==> src/plsr_pkg.sv <==
`default_nettype none
package plsr_pkg;

  // ==========================================================
  // register addresses (clause 45 device 0x1e space)
  localparam logic [15:0] ADDR_LED_STRETCH_TIME      = 16'hbc00;
  localparam logic [15:0] ADDR_LED_POLARITY_INVERT   = 16'hbc01;
  localparam logic [15:0] ADDR_SUBSYSTEM_SOFT_RESET  = 16'hff0c;
  localparam logic [15:0] ADDR_SOFT_RESET_RESTRAP_EN = 16'hff0d;
  localparam logic [15:0] ADDR_SUBSYSTEM_IRQ_ENABLE  = 16'hff1d;
  localparam logic [15:0] ADDR_SUBSYSTEM_IRQ_LATCH   = 16'hff1e;
  localparam logic [15:0] ADDR_OUTPUT_CLOCK_CONFIG   = 16'hff1f;
  localparam logic [15:0] ADDR_REDUCED_GIG_IF_CONFIG = 16'hff23;
  localparam logic [15:0] ADDR_REDUCED_IF_CONFIG     = 16'hff24;
  localparam logic [15:0] ADDR_PHY_BASE_CONFIG       = 16'hff26;
  localparam logic [15:0] ADDR_PHY_INTERFACE_CONTROL = 16'hff27;
  localparam logic [15:0] ADDR_TEN_MEG_PREAMBLE_GEN  = 16'hff38;
  localparam logic [15:0] ADDR_GIG_IF_IO_CONTROL     = 16'hff3a;
  localparam logic [15:0] ADDR_CLOCK_IO_CONTROL      = 16'hff3b;
  localparam logic [15:0] ADDR_LINK_OUTPUT_INVERT    = 16'hff3c;
  localparam logic [15:0] ADDR_CLOCK_PIN_OVERRIDE    = 16'hff3d;
  localparam logic [15:0] ADDR_LINK_PIN_OVERRIDE     = 16'hff3e;
  localparam logic [15:0] ADDR_IRQ_PIN_OVERRIDE      = 16'hff3f;
  localparam logic [15:0] ADDR_INDICATOR_PIN_OVERRIDE = 16'hff41;

  // clause 22 indirect pair
  localparam logic [4:0]  C22_INDIRECT_ADDR = 5'h10;
  localparam logic [4:0]  C22_INDIRECT_DATA = 5'h11;
  localparam logic [4:0]  SUBSYS_DEVAD      = 5'h1e;

  // ==========================================================
  // reset values and field layout
  localparam logic [15:0] RST_LED_STRETCH_TIME = 16'h0011;
  localparam logic [15:0] RST_IRQ_ENABLE       = 16'h000e;
  localparam logic [15:0] RST_CLOCK_CONFIG     = 16'h0008;
  localparam logic [15:0] RST_GIG_IF_CONFIG    = 16'h0e07;
  localparam logic [15:0] RST_REDUCED_IF       = 16'h0116;
  localparam logic [15:0] RST_PHY_BASE         = 16'h0c86;
  localparam logic [15:0] RST_PHY_IF_CTRL      = 16'h0002;
  localparam logic [15:0] RST_GIG_IO_CTRL      = 16'h0005;
  localparam logic [15:0] RST_CLOCK_IO_CTRL    = 16'h0002;
  localparam logic [15:0] RST_ZERO             = 16'h0000;

  localparam logic [15:0] MASK_STRETCH     = 16'h003f;
  localparam logic [15:0] MASK_BIT0        = 16'h0001;
  localparam logic [15:0] MASK_IRQ_ENABLE  = 16'h0010;
  localparam logic [15:0] MASK_CLOCK_CFG   = 16'h003f;
  localparam int          HRD_RST_BIT      = 4;
  localparam logic [1:0]  STRETCH_SEL_PROG = 2'h3;
  localparam int          STRETCH_MS_PER_LSB = 8;

  // ==========================================================
  // timing
  localparam int MCLK_HZ       = 100_000_000;
  localparam int MS_TICK_CYC   = MCLK_HZ / 1000;
  localparam int SOFT_RST_CYC  = 4;

  // strap modes sampled on the indicator pin
  localparam logic [1:0] STRAP_MODE1 = 2'h0;
  localparam logic [1:0] STRAP_MODE2 = 2'h1;

endpackage
`default_nettype wire

==> src/plsr_regs.sv <==
`timescale 1ns/1ns
`default_nettype none
module plsr_regs #(
  parameter int SOFT_RST_CYCLES = plsr_pkg::SOFT_RST_CYC,
  parameter int MS_TICK         = plsr_pkg::MS_TICK_CYC
) (
  input  wire logic        mclk,
  input  wire logic        reset_n,
  // management access, already decoded from the mdio frame
  input  wire logic        mgmt_c45,
  input  wire logic [4:0]  mgmt_devad,
  input  wire logic [15:0] mgmt_addr,
  input  wire logic        mgmt_wr,
  input  wire logic        mgmt_rd,
  input  wire logic [15:0] mgmt_wdata,
  output logic [15:0]      mgmt_rdata,
  output logic             mgmt_ack,
  // strap and indicator pins
  input  wire logic [1:0]  indicator_strap_mode,
  input  wire logic [1:0]  stretch_select_field,
  input  wire logic        indicator_activity,
  input  wire logic        indicator_pin_in,
  output logic             indicator_pin_out,
  output logic             indicator_pin_oe,
  output logic             strap_sample_req,
  output logic             subsystem_reset_busy
);
  initial begin
    if (SOFT_RST_CYCLES < 1) $error("soft reset length must be at least one cycle");
  end

  typedef enum logic [2:0] {
    PLSR_IDLE  = 3'b001,
    PLSR_RESET = 3'b010,
    PLSR_LOAD  = 3'b100
  } plsr_state_e;

  plsr_state_e state_reg;
  plsr_state_e state_next;
  logic [15:0] stretch_reg;
  logic        polarity_reg;
  logic        restrap_reg;
  logic        soft_reset_reg;
  logic        hrd_irq_en_reg;
  logic        hrd_irq_lat_reg;
  logic [15:0] clock_cfg_reg;
  logic [1:0]  strap_store_reg;
  logic        strap_taken_reg;
  logic        sense_level_reg;
  logic [15:0] ind_addr_reg;
  logic [$clog2(SOFT_RST_CYCLES+1)-1:0] rst_cnt_reg;
  logic        sel;
  logic [15:0] eff_addr;
  logic        wr_hit;
  logic        rd_hit;
  logic        c22_addr_wr;
  logic        load_defaults;
  logic        polarity_default;
  logic        stretched;
  logic [8:0]  stretch_ms;
  logic [15:0] rdata_next;
  localparam int HRD_RST_BIT_IDX = plsr_pkg::HRD_RST_BIT;

  // ==========================================================
  // access decode: clause 45 direct, or clause 22 indirect pair
  always_comb begin
    sel         = 1'b0;
    eff_addr    = mgmt_addr;
    c22_addr_wr = 1'b0;
    if (mgmt_c45) begin
      sel = (mgmt_devad == plsr_pkg::SUBSYS_DEVAD);
    end else if (mgmt_addr[4:0] == plsr_pkg::C22_INDIRECT_DATA &&
                 mgmt_addr[15:5] == '0) begin
      sel      = 1'b1;
      eff_addr = ind_addr_reg;
    end else if (mgmt_addr[4:0] == plsr_pkg::C22_INDIRECT_ADDR &&
                 mgmt_addr[15:5] == '0) begin
      c22_addr_wr = mgmt_wr;
    end
  end
  assign wr_hit   = sel && mgmt_wr && (state_reg == PLSR_IDLE);
  assign rd_hit   = sel && mgmt_rd;
  assign mgmt_ack = mgmt_wr || mgmt_rd;

  // indirect address pointer for clause 22 hosts
  always_ff @(posedge mclk or negedge reset_n) begin
    if (!reset_n) begin
      ind_addr_reg <= 16'h0000;
    end else if (c22_addr_wr) begin
      ind_addr_reg <= mgmt_wdata;
    end
  end

  // ==========================================================
  // strap capture: first clocked edge after release, then on restrap
  always_ff @(posedge mclk or negedge reset_n) begin
    if (!reset_n) begin
      strap_taken_reg <= 1'b0;
      strap_store_reg <= 2'h0;
    end else if (!strap_taken_reg || (state_reg == PLSR_LOAD && restrap_reg)) begin
      strap_taken_reg <= 1'b1;
      strap_store_reg <= indicator_strap_mode;
    end
  end
  assign strap_sample_req = !strap_taken_reg || (state_reg == PLSR_LOAD && restrap_reg);

  // defaults load once after hardware reset and at the end of each soft reset
  assign load_defaults = !strap_taken_reg || (state_reg == PLSR_LOAD);
  always_comb begin
    polarity_default = 1'b1;
    if (state_reg == PLSR_LOAD && restrap_reg) begin
      polarity_default = !(indicator_strap_mode == plsr_pkg::STRAP_MODE1 ||
                           indicator_strap_mode == plsr_pkg::STRAP_MODE2);
    end else if (state_reg == PLSR_LOAD) begin
      polarity_default = !(strap_store_reg == plsr_pkg::STRAP_MODE1 ||
                           strap_store_reg == plsr_pkg::STRAP_MODE2);
    end else begin
      polarity_default = !(indicator_strap_mode == plsr_pkg::STRAP_MODE1 ||
                           indicator_strap_mode == plsr_pkg::STRAP_MODE2);
    end
  end

  // ==========================================================
  // soft reset sequence
  always_comb begin
    state_next = state_reg;
    unique case (state_reg)
      PLSR_IDLE: begin
        if (soft_reset_reg) begin
          state_next = PLSR_RESET;
        end
      end
      PLSR_RESET: begin
        if (rst_cnt_reg == '0) begin
          state_next = PLSR_LOAD;
        end
      end
      PLSR_LOAD: begin
        state_next = PLSR_IDLE;
      end
    endcase
  end
  always_ff @(posedge mclk or negedge reset_n) begin
    if (!reset_n) begin
      state_reg <= PLSR_IDLE;
    end else begin
      state_reg <= state_next;
    end
  end
  always_ff @(posedge mclk or negedge reset_n) begin
    if (!reset_n) begin
      rst_cnt_reg <= '0;
    end else if (state_reg == PLSR_IDLE) begin
      rst_cnt_reg <= ($clog2(SOFT_RST_CYCLES+1))'(SOFT_RST_CYCLES - 1);
    end else if (rst_cnt_reg != '0) begin
      rst_cnt_reg <= rst_cnt_reg - 1'b1;
    end
  end
  assign subsystem_reset_busy = (state_reg != PLSR_IDLE);

  // self-clearing soft reset bit, held until the sequence ends
  always_ff @(posedge mclk or negedge reset_n) begin
    if (!reset_n) begin
      soft_reset_reg <= 1'b0;
    end else if (state_reg == PLSR_LOAD) begin
      soft_reset_reg <= 1'b0;
    end else if (wr_hit && eff_addr == plsr_pkg::ADDR_SUBSYSTEM_SOFT_RESET) begin
      soft_reset_reg <= mgmt_wdata[0];
    end
  end

  // ==========================================================
  // writable registers; reserved bits masked off on write
  always_ff @(posedge mclk or negedge reset_n) begin
    if (!reset_n) begin
      stretch_reg  <= plsr_pkg::RST_LED_STRETCH_TIME;
      polarity_reg <= 1'b0;
      restrap_reg  <= 1'b0;
      hrd_irq_en_reg <= 1'b0;
      clock_cfg_reg  <= plsr_pkg::RST_CLOCK_CONFIG;
    end else if (load_defaults) begin
      stretch_reg    <= plsr_pkg::RST_LED_STRETCH_TIME;
      polarity_reg   <= polarity_default;
      hrd_irq_en_reg <= 1'b0;
      clock_cfg_reg  <= plsr_pkg::RST_CLOCK_CONFIG;
    end else if (wr_hit) begin
      unique case (eff_addr)
        plsr_pkg::ADDR_LED_STRETCH_TIME:
          stretch_reg <= mgmt_wdata & plsr_pkg::MASK_STRETCH;
        plsr_pkg::ADDR_LED_POLARITY_INVERT:
          polarity_reg <= mgmt_wdata[0];
        plsr_pkg::ADDR_SOFT_RESET_RESTRAP_EN:
          restrap_reg <= mgmt_wdata[0];
        plsr_pkg::ADDR_SUBSYSTEM_IRQ_ENABLE:
          hrd_irq_en_reg <= mgmt_wdata[HRD_RST_BIT_IDX];
        plsr_pkg::ADDR_OUTPUT_CLOCK_CONFIG:
          clock_cfg_reg <= mgmt_wdata & plsr_pkg::MASK_CLOCK_CFG;
        default: begin
        end
      endcase
    end
  end

  // hardware reset flag: set by reset release, cleared by a read (set wins)
  always_ff @(posedge mclk or negedge reset_n) begin
    if (!reset_n) begin
      hrd_irq_lat_reg <= 1'b0;
    end else if (!strap_taken_reg) begin
      hrd_irq_lat_reg <= 1'b1;
    end else if (rd_hit && eff_addr == plsr_pkg::ADDR_SUBSYSTEM_IRQ_LATCH) begin
      hrd_irq_lat_reg <= 1'b0;
    end
  end

  // ==========================================================
  // read mux; listed but unmodelled registers return reset values
  always_comb begin
    rdata_next = 16'h0000;
    unique case (eff_addr)
      plsr_pkg::ADDR_LED_STRETCH_TIME:      rdata_next = stretch_reg;
      plsr_pkg::ADDR_LED_POLARITY_INVERT:   rdata_next = {15'h0000, polarity_reg};
      plsr_pkg::ADDR_SUBSYSTEM_SOFT_RESET:  rdata_next = {15'h0000, soft_reset_reg};
      plsr_pkg::ADDR_SOFT_RESET_RESTRAP_EN: rdata_next = {15'h0000, restrap_reg};
      plsr_pkg::ADDR_SUBSYSTEM_IRQ_ENABLE:
        rdata_next = plsr_pkg::RST_IRQ_ENABLE |
                     (hrd_irq_en_reg ? plsr_pkg::MASK_IRQ_ENABLE : 16'h0000);
      plsr_pkg::ADDR_SUBSYSTEM_IRQ_LATCH:
        rdata_next = hrd_irq_lat_reg ? plsr_pkg::MASK_IRQ_ENABLE : 16'h0000;
      plsr_pkg::ADDR_OUTPUT_CLOCK_CONFIG:   rdata_next = clock_cfg_reg;
      plsr_pkg::ADDR_REDUCED_GIG_IF_CONFIG: rdata_next = plsr_pkg::RST_GIG_IF_CONFIG;
      plsr_pkg::ADDR_REDUCED_IF_CONFIG:     rdata_next = plsr_pkg::RST_REDUCED_IF;
      plsr_pkg::ADDR_PHY_BASE_CONFIG:       rdata_next = plsr_pkg::RST_PHY_BASE;
      plsr_pkg::ADDR_PHY_INTERFACE_CONTROL: rdata_next = plsr_pkg::RST_PHY_IF_CTRL;
      plsr_pkg::ADDR_GIG_IF_IO_CONTROL:     rdata_next = plsr_pkg::RST_GIG_IO_CTRL;
      plsr_pkg::ADDR_CLOCK_IO_CONTROL:      rdata_next = plsr_pkg::RST_CLOCK_IO_CTRL;
      default:                              rdata_next = plsr_pkg::RST_ZERO;
    endcase
  end
  always_ff @(posedge mclk or negedge reset_n) begin
    if (!reset_n) begin
      mgmt_rdata <= 16'h0000;
    end else if (rd_hit) begin
      mgmt_rdata <= rdata_next;
    end
  end

  // ==========================================================
  // indicator output: stretch only in programmable mode
  assign stretch_ms = 9'(stretch_reg[5:0] * plsr_pkg::STRETCH_MS_PER_LSB);
  plsr_stretch #(
    .MS_TICK (MS_TICK)
  ) u_stretch (
    .mclk       (mclk),
    .reset_n    (reset_n),
    .activity   (indicator_activity),
    .stretch_ms (stretch_ms),
    .stretched  (stretched)
  );

  // the pin floats while the soft reset sequence runs so its pull level can be sensed
  always_ff @(posedge mclk or negedge reset_n) begin
    if (!reset_n) begin
      indicator_pin_out <= 1'b0;
    end else begin
      indicator_pin_out <= ((stretch_select_field == plsr_pkg::STRETCH_SEL_PROG) ?
                            stretched : indicator_activity) ^ polarity_reg;
    end
  end
  assign indicator_pin_oe = subsystem_reset_busy;

  // sensed wiring level while released
  always_ff @(posedge mclk or negedge reset_n) begin
    if (!reset_n) begin
      sense_level_reg <= 1'b0;
    end else if (subsystem_reset_busy) begin
      sense_level_reg <= indicator_pin_in;
    end
  end

  // ==========================================================
  // checks
  property p_selfclear;
    @(posedge mclk) disable iff (!reset_n)
      (state_reg == PLSR_LOAD) |=> !soft_reset_reg;
  endproperty
  a_selfclear: assert property (p_selfclear) else $error("soft reset bit stuck");

  property p_restrap;
    @(posedge mclk) disable iff (!reset_n)
      (state_reg == PLSR_LOAD && restrap_reg) |=>
        strap_store_reg == $past(indicator_strap_mode);
  endproperty
  a_restrap: assert property (p_restrap) else $error("no strap resample");

  property p_reload;
    @(posedge mclk) disable iff (!reset_n)
      (state_reg == PLSR_LOAD && !restrap_reg) |=>
        polarity_reg == !($past(strap_store_reg) < 2'h2);
  endproperty
  a_reload: assert property (p_reload) else $error("stored strap not reloaded");

  property p_irq_clear;
    @(posedge mclk) disable iff (!reset_n)
      (strap_taken_reg && rd_hit && eff_addr == plsr_pkg::ADDR_SUBSYSTEM_IRQ_LATCH)
        |=> !hrd_irq_lat_reg;
  endproperty
  a_irq_clear: assert property (p_irq_clear) else $error("irq flag not cleared");

  property p_polarity;
    @(posedge mclk) disable iff (!reset_n)
      (stretch_select_field != plsr_pkg::STRETCH_SEL_PROG) |=>
        indicator_pin_out == ($past(indicator_activity) ^ $past(polarity_reg));
  endproperty
  a_polarity: assert property (p_polarity) else $error("indicator polarity wrong");

  property p_reserved;
    @(posedge mclk) disable iff (!reset_n)
      stretch_reg[15:6] == '0;
  endproperty
  a_reserved: assert property (p_reserved) else $error("reserved bits set");

  property p_seq_len;
    @(posedge mclk) disable iff (!reset_n)
      (state_reg == PLSR_IDLE && soft_reset_reg) |=>
        subsystem_reset_busy[*5] ##1 !subsystem_reset_busy;
  endproperty
  a_seq_len: assert property (p_seq_len) else $error("soft reset length wrong");

  property p_devad;
    @(posedge mclk) disable iff (!reset_n)
      (mgmt_c45 && mgmt_devad != plsr_pkg::SUBSYS_DEVAD) |-> !wr_hit;
  endproperty
  a_devad: assert property (p_devad) else $error("foreign devad accepted");

  // the released pin level must be captured while the sequence runs
  property p_sense;
    @(posedge mclk) disable iff (!reset_n)
      subsystem_reset_busy |=> sense_level_reg == $past(indicator_pin_in);
  endproperty
  a_sense: assert property (p_sense) else $error("pin level not sensed");
endmodule
`default_nettype wire

==> src/plsr_stretch.sv <==
`timescale 1ns/1ns
`default_nettype none
// ==========================================================
// pulse stretcher: holds a one-cycle activity event for a number of ms
module plsr_stretch #(
  parameter int MS_TICK = plsr_pkg::MS_TICK_CYC
) (
  input  wire logic       mclk,
  input  wire logic       reset_n,
  input  wire logic       activity,
  input  wire logic [8:0] stretch_ms,
  output logic            stretched
);
  initial begin
    if (MS_TICK < 1) $error("ms tick must be at least one cycle");
  end

  logic [$clog2(MS_TICK+1)-1:0] div_reg;
  logic                         tick;
  logic [8:0]                   ms_left_reg;

  // ms enable pulse from a free divider
  assign tick = (div_reg == '0);
  always_ff @(posedge mclk or negedge reset_n) begin
    if (!reset_n) begin
      div_reg <= '0;
    end else if (tick) begin
      div_reg <= ($clog2(MS_TICK+1))'(MS_TICK - 1);
    end else begin
      div_reg <= div_reg - 1'b1;
    end
  end

  // reload on activity, so a busy line stays lit
  always_ff @(posedge mclk or negedge reset_n) begin
    if (!reset_n) begin
      ms_left_reg <= '0;
    end else if (activity) begin
      ms_left_reg <= stretch_ms;
    end else if (tick && ms_left_reg != '0) begin
      ms_left_reg <= ms_left_reg - 1'b1;
    end
  end

  always_ff @(posedge mclk or negedge reset_n) begin
    if (!reset_n) begin
      stretched <= 1'b0;
    end else begin
      stretched <= activity || (ms_left_reg != '0);
    end
  end
endmodule
`default_nettype wire

==> config.mk <==
export PLATFORM = sky130hd
export DESIGN_NAME = plsr_regs
export DESIGN_NICKNAME = d
export VERILOG_FILES = /design/src/plsr_pkg.sv /design/src/plsr_regs.sv /design/src/plsr_stretch.sv
export SDC_FILE = /design/constraint.sdc
export NUM_CORES = 1
export LEC_CHECK = 0
export BUFFER_PORTS_ARGS = -buffer_cell sky130_fd_sc_hd__buf_2
export CAP_MARGIN = 20
export CORE_UTILIZATION = 35
export DETAILED_ROUTE_END_ITERATION = 12
export GPL_TIMING_DRIVEN = 0
export PLACE_DENSITY = 0.6
export RECOVER_POWER = 25
export SLEW_MARGIN = 20
export SYNTH_ARGS = -nofsm -noshare
export SYNTH_HDL_FRONTEND = slang
export SYNTH_SLANG_ARGS = --single-unit
==> constraint.sdc <==
create_clock -name mclk -period 3.85 [get_ports mclk]
set_input_delay 0.77 -clock mclk [delete_from_list [all_inputs] [get_ports mclk]]
set_output_delay 0.77 -clock mclk [all_outputs]
set_load 0.01 [all_outputs]
==> results by group <==
CTS
  – CTS tree: built
  – Hold_buf cts: 0
  – CTS Buf Count: 9
  – Worst-path clk slew: 0.05 ns
  – Post-CTS setup buffers: 0
  – H-tree depth: 3
  – Clk sinks: 79
  – Clk root buf: clkbuf_16
  – Cts repair resizes: 0
  – Clk_lat worst skew: 0.33 ns
  – Longest Clk Path Bufs: 2

Power
  – Psw: 402 uW
  – Internal Pwr Total: 1370 uW
  – Clk pwr share: 0.428
  – Leakage power: 0.00227 uW
  – Maximum VDD drop: 0.164 mV
  – PwrDens: 354 nW/um2
  – Flop pwr share: 0.488
  – Combinational share of power: 0.084
  – Sw Share: 0.227

STA
  – Max frequency: 304 MHz
  – Clk_skew: 0.00606 ns
  – Fin crit period: 3.29 ns
  – Setup violators final: 0
  – Hold Vio Cnt, Final: 0
  – Fin Setup TNS: 0 ns
  – RSZ-0062 raised after global routing: false
  – Max-slew headroom: 0.0190
  – Worst slew pin tran: 1.47 ns
  – Pins Over Slew Limit: 0
  – Period Utilization, post-route: 0.856

Critical path
  – Crit path capture type: register
  – Required time of the critical path: 4.09 ns
  – Worst R2R Start: u_stretch.div_reg[0]
  – CP delay by family, top: simple AND/OR/NAND/NOR gates
  – Buf+Inv Stages, Crit Path: 1
  – Crit Path Class: input pin to register
  – Critical Path AT: 3.54 ns
  – CP max FO: 9
  – Critical path depth: 8
  – R2R setup slack: 0.89 ns
  – CP max stage delay: 0.75 ns
  – Crit start category: input pin
  – Cell chain of the critical path: buf_2, or3b_1, nor3_1, a41oi_1, a2111oi_0, nand3_1, and4_1, a31oi_1
  – RR Endpoint: u_stretch.ms_left_reg[3]
  – Reg2Reg Depth: 10
  – Slowest CP cell: nor3_1

Yosys
  – Post-synth ARST share: 1.00
  – Simple-gate share of the synthesized area: 0.239
  – Post-synthesis adder-cell area fraction: 0.0118
  – Yosys reg bits: 79
  – Post-synth top area cell: dfrtp_1
  – Synth Area in XOR/XNOR: 0.0393
  – Post-Synthesis Cells: 412
  – Cell Area, Synth: 4240 um2
  – Compound-Gate Fraction of Synth Area: 0.109
  – YS warnings: 0
  – Multiplexer area fraction after synthesis: 0.0910
  – Most common cell in the netlist: dfrtp_1
  – Synth cell count leaders: dfrtp_1 (75), nor2_1 (45), nand2_1 (39), mux2_2 (20), mux2i_1 (16)
  – Share of the synthesized area in the top cell type: 0.443
  – Sequential area share after synthesis: 0.468
  – Post-synthesis average cell area: 10.3 um2
  – Top cells by area, synth: dfrtp_1 (44%), mux2_2 (5.3%), nor2_1 (4.0%)
  – Largest family of logic cells by synthesized area: simple AND/OR/NAND/NOR gates
  – EDFF count, synth: 0
  – Top_reg_cell synth: dfrtp_1
  – Netlist cell types: 73

Worst hold path
  – Worst Hold Path EP: mgmt_rdata[8]
  – Hold Crit Class: register to register
  – Hold Crit Depth: 2
  – HP Start: mgmt_rdata[8]

Global routing
  – Antenna violations before repair: 0
  – Grt ovf: 0
  – Largest net degree at the start of global routing: 53
  – First-pass GRT wire length: 16400 um
  – Number of global-route vias before repair: 3296
  – GRT Overall Usage: 0.164

Routing
  – DRT iter0 DRCs: 127
  – DR vias: 3347
  – Vias per std cell: 5.26
  – WL/cell: 15.0 um
  – Number of iterations in the first detailed-routing pass: 8
  – DRC: 2
  – Detail Route Antenna Nets: 0
  – Post-Route WL: 9560 um

Outcome
  – Failing checks: DRC
  – Status: complete, but fails checks

Floorplan
  – Core area: 11600 um2
  – Full die area: 12500 um2
  – I/O pins: 69
  – Die Height: 112 um
  – Initial Utilization: 0.365
  – # rows: 39
  – Die W: 112 um

Finish
  – Share of layout cells above drive strength 1: 0.272
  – Design Area, Final: 5000 um2
  – Filler cell count: 1145
  – Largest register FFs: 17
  – Number of diodes: 0
  – Post-Route Utilization: 0.430
  – Final net count: 540
  – P&R area growth vs syn: 18.0%

Placed design
  – IO buf count: 60
  – Post-DP HPWL: 7400 um
  – Post-DP Area: 4760 um2
  – Final Wtd Congestion: 0.871

Run
  – Max Cap Violations: 0
[cell families (layout without fill, tap and decap cells)]
| group | after synthesis | after routing |
|---|---|---|
| mux | 36 | 36 |
| flops | 79 | 79 |
| fa+ha+maj | 4 | 4 |
| buf+inv | 30 | 107 |
| xor+xnor | 19 | 19 |
| compound gates | 62 | 62 |
| other cells | 2 | 6 |
| simple gates | 180 | 180 |
[worst reg2reg max path: cells and delay by family (launching register included)]
kind / cells / cell delay [ns]
multiplexers: 1 / 0.27
AND/OR/NAND/NOR: 5 / 1.57
flip-flops: 1 / 0.41
XOR/XNOR: 1 / 0.12
buffers and inverters: 2 / 0.24
adder cells (fa/ha/maj): 1 / 0.22
[layer usage]
metal  vias up  global-route usage  part of all wire
li1       1644                   -                 -
met5         -                   0                 0
met1      1595               0.213              0.46
met4         0              0.0578             0.015
met3        12              0.0365             0.050
met2        96               0.270              0.47
[worst max-delay path by stage]
| stage | end | slack [ns] | startpoint |
|---|---|---|---|
| final | mgmt_rdata[0] | 0.56 | mgmt_addr[6] |
| after global routing | mgmt_rdata[0] | 0.32 | mgmt_addr[6] |
| after CTS | mgmt_rdata[0] | 0.61 | mgmt_c45 |
| after detailed placement | mgmt_rdata[0] | 0.27 | mgmt_c45 |
| after global placement | stretch_reg[5] | 0.34 | mgmt_c45 |
| after floorplan | stretch_reg[1] | 0.81 | mgmt_addr[3] |
[area by class of cell]
| class | instances | area, um2 | area share |
|---|---|---|---|
| Buffer | 16 | 119 | 0.0238 |
| Inverter | 14 | 52.6 | 0.0105 |
| Clock buffer | 15 | 258 | 0.0516 |
| Timing Repair Buffer | 61 | 304 | 0.0609 |
| Multi-Input combinational cell | 307 | 2100 | 0.420 |
| Clock inverter | 1 | 5.00 | 0.00100 |
| Sequential cell | 79 | 1980 | 0.397 |
| Tap cell | 143 | 179 | 0.0358 |
[power by group through the flow]
stage	sequential (uW)	clock, uW	combinational (uW)
6_report	863	757	149
5_1_grt	865	813	167
4_1_cts	864	782	156
3_5_place_dp	878	0	156
3_3_place_gp	878	0	148
2_1_floorplan	883	0	60.3
[stage by stage]
stage | hold WS, ns | setup slack (ns) | power, uW | instances
final | 0.474 | 0.555 | 1770 | 636
after global routing | 0.508 | 0.317 | 1840 | 636
after floorplan | 0.446 | 0.805 | 944 | 416
after global placement | 0.465 | 0.338 | 1030 | 619
after CTS | 0.368 | 0.606 | 1800 | 636
after detailed placement | 0.465 | 0.270 | 1030 | 620
[placed cells by master (no fill, tap or decap), types with 3 or more instances in the layout]
master and count:
buf_2 61, xor2_1 6, o31ai_1 5, nand4_1 7, mux2i_1 16, a31oi_1 6
and3_1 5, and2_1 4, a41oi_1 3, mux2_2 20, buf_4 7, and4_1 3
clkbuf_1 9, nand3_1 11, nand2_1 39, xnor2_1 13, dfstp_2 4, a21oi_1 9
dfrtp_1 75, ha_1 4, nor4_2 4, o21ai_0 12, nor4_1 7, nor3b_1 3
conb_1 6, or3_1 8, or2_2 4, clkbuf_16 9, nor3_1 15, nor2_1 45
inv_1 14
Power figures use the tool's default switching activity.
